**src/inc/smp_defs.svh**
```systemverilog
// Register map, field positions, reset values and timing counts of the
// multiprocessor serial unit.
// Assumes a 12-bit APB byte address and 32-bit data.
`ifndef SMP_DEFS_SVH
`define SMP_DEFS_SVH

// Register byte offsets
`define SMP_OFF_CTRL    12'h000
`define SMP_OFF_BAUD    12'h004
`define SMP_OFF_TXBUF   12'h008
`define SMP_OFF_RXBUF   12'h00C
`define SMP_OFF_STATUS  12'h010

// Control register fields
`define SMP_CTRL_W      11
`define SMP_CTRL_RST    11'h000
`define SMP_CTRL_MODE   2:0
`define SMP_CTRL_FILT   3
`define SMP_CTRL_POL    4
`define SMP_CTRL_TXEN   5
`define SMP_CTRL_RXEN   6
`define SMP_CTRL_EXTCK  7
`define SMP_CTRL_RTSEN  8
`define SMP_CTRL_STP2   9
`define SMP_CTRL_MP_RECEIVE_ENABLE   10

// Serial mode field encodings
`define SMP_MODE_SYNC   3'h1
`define SMP_MODE_MP7    3'h4
`define SMP_MODE_MP8    3'h5

// Buffer and status fields
`define SMP_BUF_MP      8
`define SMP_RX_OVR      12
`define SMP_RX_FER      13
`define SMP_RX_SUM      15
`define SMP_ST_TXEMPTY  0
`define SMP_ST_TXIDLE   1
`define SMP_ST_RXFULL   2
`define SMP_ST_OVR      3
`define SMP_ST_FER      4
`define SMP_ST_SUM      5

// Timing: sixteen ticks per bit, half a shift clock is eight ticks
`define SMP_BAUD_RST    16'h0040
`define SMP_TICK_LAST   4'hF
`define SMP_TICK_MID    4'h7
`define SMP_HALF_LAST   3'h7
`define SMP_SYNC_LAST   4'h7
`define SMP_LEFT_MP8    4'h9
`define SMP_LEFT_MP7    4'h8
`define SMP_STOP1       4'h1
`define SMP_STOP2       4'h2
`define SMP_IDX_MP8     4'h8
`define SMP_IDX_MP7     4'h7
`define SMP_FILT_RST    3'h7

`endif

```
**src/inc/smp_pkg.sv**
```systemverilog
// Types of the multiprocessor serial unit: states and register images.
// Assumes the constants of smp_defs.svh.
`include "smp_defs.svh"
package smp_pkg;

   typedef enum logic [1:0] {SMP_T_IDLE, SMP_T_ASYNC, SMP_T_SYNC} smp_tx_st_t;
   typedef enum logic [1:0] {SMP_R_IDLE, SMP_R_START, SMP_R_BITS, SMP_R_STOP} smp_rx_st_t;

   typedef struct packed {
      logic [`SMP_CTRL_W-1:0] ctrl;
      logic [15:0]            baud;
      logic [15:0]            bcnt;
      logic [8:0]             tx_data;
      logic                   tx_empty;
      smp_tx_st_t             tx_st;
      logic [11:0]            tx_sh;
      logic [3:0]             tx_left;
      logic [3:0]             tx_tick;
      logic                   txd;
      logic                   sck;
      logic                   sck_prev;
      logic [2:0]             half;
      logic [3:0]             sbit;
      smp_rx_st_t             rx_st;
      logic [3:0]             rx_tick;
      logic [3:0]             rx_idx;
      logic [8:0]             rx_sh;
      logic [7:0]             rx_data;
      logic                   rx_mpb;
      logic                   rx_full;
      logic                   ovr;
      logic                   framing_error_flag;
      logic                   rx_evt;
      logic [31:0]            prdata;
      logic                   pslverr;
   } smp_state_t;

   typedef struct packed {
      logic [2:0] stage;
      logic       level;
   } smp_filt_t;

endpackage

```
**src/smp_rx_filter.sv**
```systemverilog
// Three-stage all-match noise filter for the receive line.
// Assumes sample_en_i pulses once per sixteenth of a bit.
`timescale 1ns/1ps
`include "smp_defs.svh"
module smp_rx_filter (
   input  wire logic mclk_i,       // System clock
   input  wire logic rst_i,        // Asynchronous reset, active high
   input  wire logic sample_en_i,  // Sixteen-times bit rate sample pulse
   input  wire logic rx_i,         // Raw receive level
   output logic      rx_o          // Filtered receive level
);

   smp_pkg::smp_filt_t f_q;
   smp_pkg::smp_filt_t f_d;

   // Shift samples, pass a level on only when all three stages agree
   always_comb begin
      f_d = f_q;
      if (sample_en_i) begin
         f_d.stage = {f_q.stage[1:0], rx_i};
         if (&f_q.stage) begin
            f_d.level = 1'b1;
         end else if (~|f_q.stage) begin
            f_d.level = 1'b0;
         end
      end
   end

   // State register
   always_ff @(posedge mclk_i or posedge rst_i) begin
      if (rst_i) begin
         f_q.stage <= `SMP_FILT_RST;
         f_q.level <= 1'b1;
      end else begin
         f_q <= f_d;
      end
   end

   assign rx_o = f_q.level;
endmodule

```
**src/smp_serial_unit.sv**
```systemverilog
// Multiprocessor serial unit: async frames with an ID/data bit, clocked
// synchronous mode, receive noise filter, APB register slave.
// Assumes an APB master on mclk_i; serial pins are synchronous to mclk_i.
`timescale 1ns/1ps
`include "smp_defs.svh"
module smp_serial_unit (
   input  wire logic        mclk_i,              // 10 MHz system clock
   input  wire logic        rst_i,               // Asynchronous reset, active high
   input  wire logic        psel_i,              // APB select
   input  wire logic        penable_i,           // APB enable
   input  wire logic        pwrite_i,            // APB direction
   input  wire logic [11:0] paddr_i,             // APB byte address
   input  wire logic [31:0] pwdata_i,            // APB write data
   output logic      [31:0] prdata_o,            // APB read data
   output logic             pready_o,            // APB ready
   output logic             pslverr_o,           // APB error, unmapped address
   input  wire logic        serial_rx_pin_i,     // Receive line
   output logic             serial_tx_pin_o,     // Transmit line
   input  wire logic        serial_clock_pin_i,  // Shift clock pin input
   output logic             serial_clock_pin_o,  // Shift clock pin output
   output logic             serial_clock_pin_oe_o, // Shift clock pin drive enable
   output logic             request_to_send_pin_n_o, // Request to send, active low
   output logic             rx_complete_o        // Reception complete request pulse
);

   smp_pkg::smp_state_t s_q;
   smp_pkg::smp_state_t s_d;

   logic       tick;
   logic       filt_level;
   logic       rxd;
   logic       mp_mode;
   logic       sync_mode;
   logic       len8;
   logic       idle_lvl;
   logic       ext_ck;
   logic       sck_in;
   logic       drive_e;
   logic       sample_e;
   logic       setup;
   logic       wr;
   logic       rd;
   logic       wr_ctrl;
   logic       fin;
   logic       fin_mpb;
   logic [7:0] fin_dat;
   logic [7:0] sync_byte;
   logic [11:0] frame;
   logic [31:0] rdat;

   ////////////////////////////////////////////////////////////////////////
   // Decode of mode, clock edges and bus phases
   assign mp_mode   = (s_q.ctrl[`SMP_CTRL_MODE] == `SMP_MODE_MP7) ||
                      (s_q.ctrl[`SMP_CTRL_MODE] == `SMP_MODE_MP8);
   assign len8      = (s_q.ctrl[`SMP_CTRL_MODE] == `SMP_MODE_MP8);
   assign sync_mode = (s_q.ctrl[`SMP_CTRL_MODE] == `SMP_MODE_SYNC);
   assign tick      = (s_q.bcnt == s_q.baud);
   assign idle_lvl  = ~s_q.ctrl[`SMP_CTRL_POL];
   assign ext_ck    = s_q.ctrl[`SMP_CTRL_EXTCK];
   assign sck_in    = ext_ck ? serial_clock_pin_i : s_q.sck;
   // Leaving idle level drives data, returning to it samples
   assign drive_e   = (s_q.tx_st == smp_pkg::SMP_T_SYNC) &&
                      (s_q.sck_prev == idle_lvl) && (sck_in != idle_lvl);
   assign sample_e  = (s_q.tx_st == smp_pkg::SMP_T_SYNC) &&
                      (s_q.sck_prev != idle_lvl) && (sck_in == idle_lvl);
   assign setup     = psel_i && !penable_i;
   assign wr        = psel_i && penable_i && pwrite_i;
   assign rd        = psel_i && penable_i && !pwrite_i;
   assign wr_ctrl   = wr && (paddr_i == `SMP_OFF_CTRL);
   // Filtered or raw receive level for async frames
   assign rxd       = s_q.ctrl[`SMP_CTRL_FILT] ? filt_level : serial_rx_pin_i;
   assign fin       = (s_q.rx_st == smp_pkg::SMP_R_STOP) && tick &&
                      (s_q.rx_tick == `SMP_TICK_LAST);
   assign fin_mpb   = len8 ? s_q.rx_sh[`SMP_IDX_MP8] : s_q.rx_sh[`SMP_IDX_MP7];
   assign fin_dat   = len8 ? s_q.rx_sh[7:0] : {1'b0, s_q.rx_sh[6:0]};
   assign sync_byte = {serial_rx_pin_i, s_q.rx_sh[7:1]};
   // Start, data LSB first, ID bit, stop bits; no parity slot
   assign frame     = len8 ? {2'b11, s_q.tx_data[`SMP_BUF_MP], s_q.tx_data[7:0], 1'b0}
                           : {3'b111, s_q.tx_data[`SMP_BUF_MP], s_q.tx_data[6:0], 1'b0};

   ////////////////////////////////////////////////////////////////////////
   // Receive noise filter, sampled on the sixteen-times tick
   smp_rx_filter u_filter (
      .mclk_i      (mclk_i),
      .rst_i       (rst_i),
      .sample_en_i (tick),
      .rx_i        (serial_rx_pin_i),
      .rx_o        (filt_level)
   );

   ////////////////////////////////////////////////////////////////////////
   // Read data mux for the setup phase
   always_comb begin
      rdat = 32'h0000_0000;
      case (paddr_i)
         `SMP_OFF_CTRL:   rdat[`SMP_CTRL_W-1:0] = s_q.ctrl;
         `SMP_OFF_BAUD:   rdat[15:0] = s_q.baud;
         `SMP_OFF_TXBUF:  rdat[8:0] = s_q.tx_data;
         `SMP_OFF_RXBUF: begin
            rdat[7:0]         = s_q.rx_data;
            rdat[`SMP_BUF_MP] = s_q.rx_mpb;
            rdat[`SMP_RX_OVR] = s_q.ovr;
            rdat[`SMP_RX_FER] = s_q.framing_error_flag;
            rdat[`SMP_RX_SUM] = s_q.ovr | s_q.framing_error_flag;
         end
         `SMP_OFF_STATUS: begin
            rdat[`SMP_ST_TXEMPTY] = s_q.tx_empty;
            rdat[`SMP_ST_TXIDLE]  = (s_q.tx_st == smp_pkg::SMP_T_IDLE);
            rdat[`SMP_ST_RXFULL]  = s_q.rx_full;
            rdat[`SMP_ST_OVR]     = s_q.ovr;
            rdat[`SMP_ST_FER]     = s_q.framing_error_flag;
            rdat[`SMP_ST_SUM]     = s_q.ovr | s_q.framing_error_flag;
         end
         default: rdat = 32'h0000_0000;
      endcase
   end

   ////////////////////////////////////////////////////////////////////////
   // Next state of the whole unit
   always_comb begin
      s_d        = s_q;
      s_d.rx_evt = 1'b0;
      s_d.bcnt   = tick ? 16'h0000 : s_q.bcnt + 16'h0001;
      s_d.sck_prev = sck_in;
      // Bus: answer captured in setup, clears before hardware sets
      if (setup) begin
         s_d.prdata  = rdat;
         s_d.pslverr = (paddr_i != `SMP_OFF_CTRL) && (paddr_i != `SMP_OFF_BAUD) &&
                       (paddr_i != `SMP_OFF_TXBUF) && (paddr_i != `SMP_OFF_RXBUF) &&
                       (paddr_i != `SMP_OFF_STATUS);
      end
      if (rd && (paddr_i == `SMP_OFF_RXBUF)) begin
         s_d.rx_full = 1'b0;
      end
      if (wr && (paddr_i == `SMP_OFF_STATUS)) begin
         if (pwdata_i[`SMP_ST_RXFULL]) s_d.rx_full = 1'b0;
         if (pwdata_i[`SMP_ST_OVR])    s_d.ovr = 1'b0;
         if (pwdata_i[`SMP_ST_FER])    s_d.framing_error_flag = 1'b0;
      end
      if (s_q.tx_st != smp_pkg::SMP_T_SYNC) begin
         s_d.sck = idle_lvl;
      end
      // Transmitter and synchronous shifter
      case (s_q.tx_st)
         smp_pkg::SMP_T_IDLE: begin
            s_d.txd = 1'b1;
            if (s_q.ctrl[`SMP_CTRL_TXEN] && !s_q.tx_empty && mp_mode) begin
               s_d.txd      = frame[0];
               s_d.tx_sh    = {1'b1, frame[11:1]};
               s_d.tx_left  = (len8 ? `SMP_LEFT_MP8 : `SMP_LEFT_MP7) +
                              (s_q.ctrl[`SMP_CTRL_STP2] ? `SMP_STOP2 : `SMP_STOP1);
               s_d.tx_tick  = 4'h0;
               s_d.tx_empty = 1'b1;
               s_d.tx_st    = smp_pkg::SMP_T_ASYNC;
            end else if (s_q.ctrl[`SMP_CTRL_TXEN] && !s_q.tx_empty && sync_mode &&
                         (!ext_ck || (sck_in == idle_lvl))) begin
               s_d.tx_sh    = {4'hF, s_q.tx_data[7:0]};
               s_d.tx_empty = 1'b1;
               s_d.sbit     = 4'h0;
               s_d.half     = 3'h0;
               s_d.tx_st    = smp_pkg::SMP_T_SYNC;
            end
         end
         smp_pkg::SMP_T_ASYNC: begin
            if (tick) begin
               s_d.tx_tick = s_q.tx_tick + 4'h1;
               if (s_q.tx_tick == `SMP_TICK_LAST) begin
                  if (s_q.tx_left == 4'h0) begin
                     s_d.tx_st = smp_pkg::SMP_T_IDLE;
                  end else begin
                     s_d.txd     = s_q.tx_sh[0];
                     s_d.tx_sh   = {1'b1, s_q.tx_sh[11:1]};
                     s_d.tx_left = s_q.tx_left - 4'h1;
                  end
               end
            end
         end
         smp_pkg::SMP_T_SYNC: begin
            // Only the active transmitter makes the shift clock
            if (!ext_ck && tick) begin
               s_d.half = s_q.half + 3'h1;
               if (s_q.half == `SMP_HALF_LAST) begin
                  s_d.sck = ~s_q.sck;
               end
            end
            if (drive_e) begin
               s_d.txd   = s_q.tx_sh[0];
               s_d.tx_sh = {1'b1, s_q.tx_sh[11:1]};
            end
            if (sample_e) begin
               s_d.rx_sh[7:0] = sync_byte;
               s_d.sbit       = s_q.sbit + 4'h1;
               if (s_q.sbit == `SMP_SYNC_LAST) begin
                  s_d.tx_st = smp_pkg::SMP_T_IDLE;
                  if (s_q.ctrl[`SMP_CTRL_RXEN]) begin
                     if (s_d.rx_full || s_q.rx_full) begin
                        s_d.ovr = 1'b1;
                     end else begin
                        s_d.rx_data = sync_byte;
                        s_d.rx_mpb  = 1'b0;
                        s_d.rx_full = 1'b1;
                        s_d.rx_evt  = 1'b1;
                     end
                  end
               end
            end
         end
         default: s_d.tx_st = smp_pkg::SMP_T_IDLE;
      endcase
      // Asynchronous multiprocessor receiver
      if (!mp_mode || !s_q.ctrl[`SMP_CTRL_RXEN]) begin
         s_d.rx_st = smp_pkg::SMP_R_IDLE;
      end else if (tick) begin
         s_d.rx_tick = s_q.rx_tick + 4'h1;
         case (s_q.rx_st)
            smp_pkg::SMP_R_IDLE: begin
               s_d.rx_tick = 4'h0;
               if (!rxd) s_d.rx_st = smp_pkg::SMP_R_START;
            end
            smp_pkg::SMP_R_START: begin
               if (s_q.rx_tick == `SMP_TICK_MID) begin
                  s_d.rx_tick = 4'h0;
                  s_d.rx_idx  = 4'h0;
                  s_d.rx_st   = rxd ? smp_pkg::SMP_R_IDLE : smp_pkg::SMP_R_BITS;
               end
            end
            smp_pkg::SMP_R_BITS: begin
               if (s_q.rx_tick == `SMP_TICK_LAST) begin
                  s_d.rx_sh[s_q.rx_idx] = rxd;
                  s_d.rx_idx = s_q.rx_idx + 4'h1;
                  if (s_q.rx_idx == (len8 ? `SMP_IDX_MP8 : `SMP_IDX_MP7)) begin
                     s_d.rx_st = smp_pkg::SMP_R_STOP;
                  end
               end
            end
            smp_pkg::SMP_R_STOP: begin
               if (fin) begin
                  s_d.rx_st = smp_pkg::SMP_R_IDLE;
                  // Skip data frames while waiting for an ID frame
                  if (!s_q.ctrl[`SMP_CTRL_MP_RECEIVE_ENABLE] || fin_mpb) begin
                     if (s_q.rx_full) begin
                        s_d.ovr = 1'b1;
                     end else begin
                        s_d.rx_data = fin_dat;
                        s_d.rx_mpb  = fin_mpb;
                        s_d.rx_full = 1'b1;
                        s_d.rx_evt  = 1'b1;
                        if (!rxd) s_d.framing_error_flag = 1'b1;
                     end
                     if (fin_mpb) s_d.ctrl[`SMP_CTRL_MP_RECEIVE_ENABLE] = 1'b0;
                  end
               end
            end
            default: s_d.rx_st = smp_pkg::SMP_R_IDLE;
         endcase
      end
      // Software writes of control, divider and transmit buffer
      if (wr_ctrl) begin
         s_d.ctrl = pwdata_i[`SMP_CTRL_W-1:0];
      end
      if (wr && (paddr_i == `SMP_OFF_BAUD)) begin
         s_d.baud = pwdata_i[15:0];
         s_d.bcnt = 16'h0000;
      end
      if (wr && (paddr_i == `SMP_OFF_TXBUF)) begin
         s_d.tx_data  = pwdata_i[8:0];
         s_d.tx_empty = 1'b0;
      end
   end

   ////////////////////////////////////////////////////////////////////////
   // State register
   always_ff @(posedge mclk_i or posedge rst_i) begin
      if (rst_i) begin
         s_q          <= '0;
         s_q.ctrl     <= `SMP_CTRL_RST;
         s_q.baud     <= `SMP_BAUD_RST;
         s_q.tx_empty <= 1'b1;
         s_q.txd      <= 1'b1;
         s_q.sck      <= 1'b1;
         s_q.sck_prev <= 1'b1;
      end else begin
         s_q <= s_d;
      end
   end

   ////////////////////////////////////////////////////////////////////////
   // Outputs
   assign prdata_o              = s_q.prdata;
   assign pready_o              = 1'b1;
   assign pslverr_o             = s_q.pslverr;
   assign serial_tx_pin_o       = s_q.txd;
   assign serial_clock_pin_o    = s_q.sck;
   assign serial_clock_pin_oe_o = sync_mode && !ext_ck;
   assign rx_complete_o         = s_q.rx_evt;
   // Request low while ready, only with external clock
   assign request_to_send_pin_n_o = !(sync_mode && ext_ck && s_q.ctrl[`SMP_CTRL_RTSEN] &&
                                      s_q.ctrl[`SMP_CTRL_RXEN] &&
                                      (s_q.tx_st != smp_pkg::SMP_T_SYNC));
endmodule

```
**config.mk**
```make
export PLATFORM = sky130hd
export DESIGN_NAME = smp_serial_unit
export DESIGN_NICKNAME = d
export VERILOG_FILES = /design/src/inc/smp_pkg.sv /design/src/smp_rx_filter.sv /design/src/smp_serial_unit.sv
export VERILOG_INCLUDE_DIRS = /design/src /design/src/inc
export SDC_FILE = /design/constraint.sdc
export NUM_CORES = 1
export LEC_CHECK = 0
export BUFFER_PORTS_ARGS = -buffer_cell sky130_fd_sc_hd__clkbuf_2
export CAP_MARGIN = 0
export CORE_MARGIN = 2
export CORE_UTILIZATION = 60
export CTS_CLUSTER_SIZE = 12
export DETAILED_ROUTE_END_ITERATION = 10
export PLACE_DENSITY = 0.82
export SYNTH_ARGS = -nofsm -noshare
export SYNTH_HDL_FRONTEND = slang
export SYNTH_SLANG_ARGS = --single-unit
```
**constraint.sdc**
```tcl
create_clock -name mclk_i -period 7.61 [get_ports mclk_i]
set_clock_uncertainty 0.1 [all_clocks]
set_input_delay 1.1415 -clock mclk_i [delete_from_list [all_inputs] [get_ports mclk_i]]
set_output_delay 1.1415 -clock mclk_i [all_outputs]
set_load 0.03 [all_outputs]
```
* Word level (Yosys, flattened, before mapping)
Index checks and enable logic that the tools add are counted.
Word-level totals: register bits after elaboration 138, input port bits 51, output and inout port bits 39, word-level logic and storage cells 263
Cells by class: add/subtract/negate cells 8, $lt $le $gt $ge 2, equality and inequality tests 49, muxes and demuxes 94, bitwise operators 4, reduce and logical (&&, ||, !) cells 76
Operators with widths (count):
- 13-bit 2-to-1 mux | 4
- 16-bit 2-to-1 mux | 3
- 10-bit 2-to-1 mux | 4
- 19-bit 2-to-1 mux | 2
- 1-bit 2-to-1 mux | 36
- 12-bit case mux with 3 select lines | 1
- 11-bit 2-to-1 mux | 3
- 32-bit 2-to-1 mux | 1
- 1-bit logical AND | 30
- 15-bit 2-to-1 mux | 2
- 6-bit case mux with 5 select lines | 1
- 12-bit by 4-bit == test with 1-bit output, second input constant | 2
- 12-bit by 4-bit inequality test with 1-bit output, second input constant | 2
- 6-bit AND reduction | 4
- 23-bit 2-to-1 mux | 1
- 2-bit 2-to-1 mux | 11
- 2-bit inequality test, second input constant | 11
- 21-bit 2-to-1 mux | 1
- 2-bit nonzero test | 10
- 18-bit 2-to-1 mux | 1
- 9-bit 2-to-1 mux | 2
- 16-bit by 1-bit adder with 16-bit output, second input constant | 1
- 4-bit by 1-bit adder with 4-bit output, second input constant | 4
- 16-bit == test | 1
- 52 further kinds | 95

* Longest topological paths before layout
depth in word-level cells 18, depth in mapped cells 9, depth with buffers taken out 8

* Hierarchy
From an unflattened synthesis, not the netlist that was laid out.
Unflattened totals: cell total of the unflattened synthesis 718, area, all modules 7562.3 um2
Modules (own cells, without submodules):
- smp_serial_unit | instances 1, cells each 705, area an instance 7385.8 um2, sequential area each 3359.5 um2
- smp_rx_filter | instances 1, cells each 13, area an instance 176.4 um2, sequential area each 105.1 um2

* Worst setup path after synthesis
Ideal clock, no wire load.
kind input -> register, start point input port paddr_i[1], end point register s_q[100] in the netlist's numbering, library setup time 125 ps, arrival time 2768 ps, data required time 7385 ps, slack 4618 ps, stages on the path 6, buffers on the path 1, cell sequence nor3_1 nand4_1 or3b_1 or3_1 buf_2 mux2_2
Between the ends: cells in the longest elaborated chain, start to end 2
RTL lines:
- from (decl) | RTL line smp_serial_unit.sv:12 | input wire logic [11:0] paddr_i,
- 12-bit by 4-bit == test with 1-bit output
- 1-bit logical AND | RTL line smp_serial_unit.sv:265 | if (wr && (paddr_i == `SMP_OFF_TXBUF)) begin
- to (decl) | RTL line smp_serial_unit.sv:26 | smp_pkg::smp_state_t s_q;
Every way passes these cells. A chain may end at the register's enable or synchronous reset.

==> results.md <==
* P_sw at 0.5878 mW
* Commonest non-fill, non-tap cell in the layout: dfrtp_1
* H-Tree Depth at 4
* Remaining antenna violation count at 0
* RSZ-0062 raised after global routing: no
* Io pins at 90
* Grt total ovfl at 0
* Synth Flop Type: dfrtp_1
* Final WS setup at 3.912 ns
* Placeable Area at 0.01206 sq mm
* DP Wirelength at 11,960 microns
* Routed wire per std cell at 18.41 microns
* Synth Register Bits at 138
* Synth Area in XOR/XNOR at 3.876%
* Routed wire length at 17,510 microns
* Kind of critical path: input pin to register
* Number of cells on the worst reg-to-reg path at 8
* Root Buffer: clkbuf_16
* Slew Limit Fails at 0
* Critical Path End Type: register
* DR vias at 5,806
* Antenna diodes at 0
* Global-route wire length before repair at 28,230 microns
* Int Power at 1.451 mW
* Clock transition at path regs at 0.06 ns
* Met1 wire length at 7545 microns
* Clock Power Share at 41.6%
* Sw Share at 28.83%
* Multiplexer share of the synthesized area at 11.95%
* F_max at 270.4 MHz
* Syn Inst Count at 741
* Hold buffers post-CTS at 0
* Initial antenna violation count at 0
* Number of buffers created by CTS at 17
* Commonest cells after routing, fill and taps aside: 129 x dfrtp_1, 71 x nor2_1, 65 x nand2_1
* CP required at 7.80 ns
* Largest net degree at the start of global routing at 86
* Power per Cell Area at 246.4 mW/mm^2
* Worst skew pair latency at 0.43 ns
* Combinational family with the most area after synthesis: simple AND/OR/NAND/NOR gates
* Worst setup SP type: input pin
* Die X at 115.5 microns
* Gpl congestion at 0.8921
* Chip height at 115.5 microns
* Met3 WL at 1060 microns
* IO buf count at 56
* Highest routed layer: met4
* Slew Limit Headroom at 17.19%
* Yosys warns at 0
* Status: completed
* Crit path time final at 3.698 ns
* Final hold viol count at 0
* Finished Cell Area at 0.008274 sq mm
* VDD IR max at 0.1746 mV
* Nets at 838
* Final setup violating endpoints at 0
* Clock sink count at 138
* Iteration-0 DRC Markers at 521
* Post-synth EDFFs at 0
* Drt drc at 0
* Final period util at 48.60%
* Share of cells above drive strength 1 at 21.07%
* Hold Path Class: register to register
* Simple-Gate Fraction of Synth Area at 16.07%
* Via density at 6.105
* Post_cts resized at 0
* Worst path arrival time at 3.88 ns
* Pwr Total at 2.039 mW
* TNS Setup at 0 ns
* Die area at 0.01334 sq mm
* LEAKAGE at 3.742 nW
* Netlist cell types at 66
* CTS max path bufs at 2
* Worst-margin pin slew at 1.238 ns
* Vias in the first global route at 5,544
* Seq/Total Area, Yosys at 46.46%
* Drt first pass iters at 5
* Async set-reset flop share out of synthesis at 100.0%
* WHS Path Cells at 1
* Reg power frac at 41.8%
* Area post-placement at 0.007664 sq mm
* # Post-CTS Setup Buffers at 0
* Synth Area in Compound Gates at 12.82%
* Setup WS pre-CTS at 3.579 ns
* Cell Area, Synth at 0.007457 sq mm
* Row count at 40
* CTS tree: built
* Synthesized area per cell at 10.06 sq um
* Max-cap viol count at 0
* Starting Density at 61.83%
* Area delta synth->final at 10.96%
* Met2 WL at 8420 microns
* Fin cells at 951
* Cells after DPL at 920
* Tot GR Track Use at 27.77%
* Max Fanout on Critical Path at 18
* Adder-cell share of the synthesized area at 2.685%
* Gate power share at 16.6%
-- critical path, cell delays in order --
cell	delay [ns]
clkbuf_2	0.37
nand3_1	0.13
nor2_1	0.95
nand2b_1	0.59
nand2_1	0.58
nor2_1	0.12
-- state kept, by name, indices dropped and copies added, names as in the netlist, named ones only --
name,cells
rx_complete_o,1
ext_ck,1
u_filter.f_q,3
serial_clock_pin_o,1
pslverr_o,1
serial_tx_pin_o,1
prdata_o,16
s_q,112
u_filter.rx_o,1
-- final timing paths --
path | startpoint | end | slack, ns
min | s_q[94]$_DFFE_PP0P_ | s_q[94]$_DFFE_PP0P_ | 0.37
max reg2reg | s_q[95]$_DFFE_PP0P_ | s_q[41]$_DFF_PP0_ | 4.34
max | paddr_i[2] | s_q[110]$_DFF_PP0_ | 3.91
min reg2reg | s_q[94]$_DFFE_PP0P_ | s_q[94]$_DFFE_PP0P_ | 0.37
min in group asynchronous | rst_i | s_q[94]$_DFFE_PP0P_ | 0.64
max in group asynchronous | rst_i | s_q[60]$_DFFE_PP0P_ | 5.34
-- cells in the mapped netlist, drive strengths merged (3+ instances only) --
master | n | area [sq um]
o221ai | 4 | 35.03
o31ai | 6 | 50.05
mux2 | 53 | 596.8
nor2 | 71 | 266.5
nor2b | 5 | 31.28
a21o | 3 | 22.52
or3 | 4 | 30.03
a222oi | 5 | 50.05
nand4 | 5 | 31.28
clkbuf | 21 | 78.83
a21oi | 45 | 225.2
inv | 18 | 67.56
a31oi | 12 | 75.07
nor3b | 7 | 57.55
dfrtp | 129 | 3228
and3 | 4 | 25.02
nand4b | 4 | 35.03
mux2i | 29 | 294.0
nor3 | 10 | 50.05
o21ai | 42 | 210.2
or2 | 3 | 18.77
o211ai | 3 | 22.52
a221oi | 3 | 26.28
and2 | 3 | 18.77
nand3 | 26 | 130.1
xnor2 | 7 | 61.31
buf | 44 | 304.0
dfstp | 9 | 236.5
ha | 16 | 200.2
xor2 | 26 | 227.7
nand2 | 65 | 244.0
nand3b | 4 | 30.03
nor4 | 8 | 56.30
o311ai | 3 | 26.28
nand2b | 9 | 56.30
a22o | 5 | 43.79
a22oi | 4 | 30.03
-- stage by stage --
stage | hold slack [ns] | util [%]
final | 0.3680 | 68.60
after floorplan | 0.3354 | -
after CTS | 0.3688 | 68.60
after global routing | 0.3837 | 68.60
after detailed placement | 0.3559 | 63.54
after global placement | 0.3503 | 63.54
-- layout make-up --
cell class                      instances  area, sq um
Fill cell                             880         3787
Multi-Input combinational cell        535         3598
Sequential cell                       138         3465
Clock buffer                           21        470.5
Timing Repair Buffer                   61        317.8
Tap cell                              168        210.2
Clock inverter                         10        140.1
Inverter                               18        72.57
-- layer usage --
| metal | global-route usage, % | vias up |
|---|---|---|
| li1 | - | 2664 |
| met1 | 37.33 | 2857 |
| met2 | 43.78 | 245 |
| met3 | 6.119 | 40 |
| met4 | 11.97 | 0 |
| met5 | 0 | - |
-- kinds of logic after synthesis --
| group | after synthesis |
|---|---|
| AO/OA/AOI/OAI | 148 |
| flip-flops | 138 |
| other | 2 |
| buffers and inverters | 83 |
| multiplexers | 82 |
| XOR/XNOR | 33 |
| adder cells (fa/ha/maj) | 16 |
| AND/OR/NAND/NOR | 239 |
-- power groups by stage --
stage	Clock [mW]	Sequential (mW)	Combinational [mW]
after global placement	0	0.855	0.317
final	0.849	0.852	0.338
after floorplan	0	0.853	0.270
after global routing	0.886	0.859	0.380
after detailed placement	0	0.862	0.334
after CTS	0.858	0.850	0.339
(Power assumes the default switching activity.)
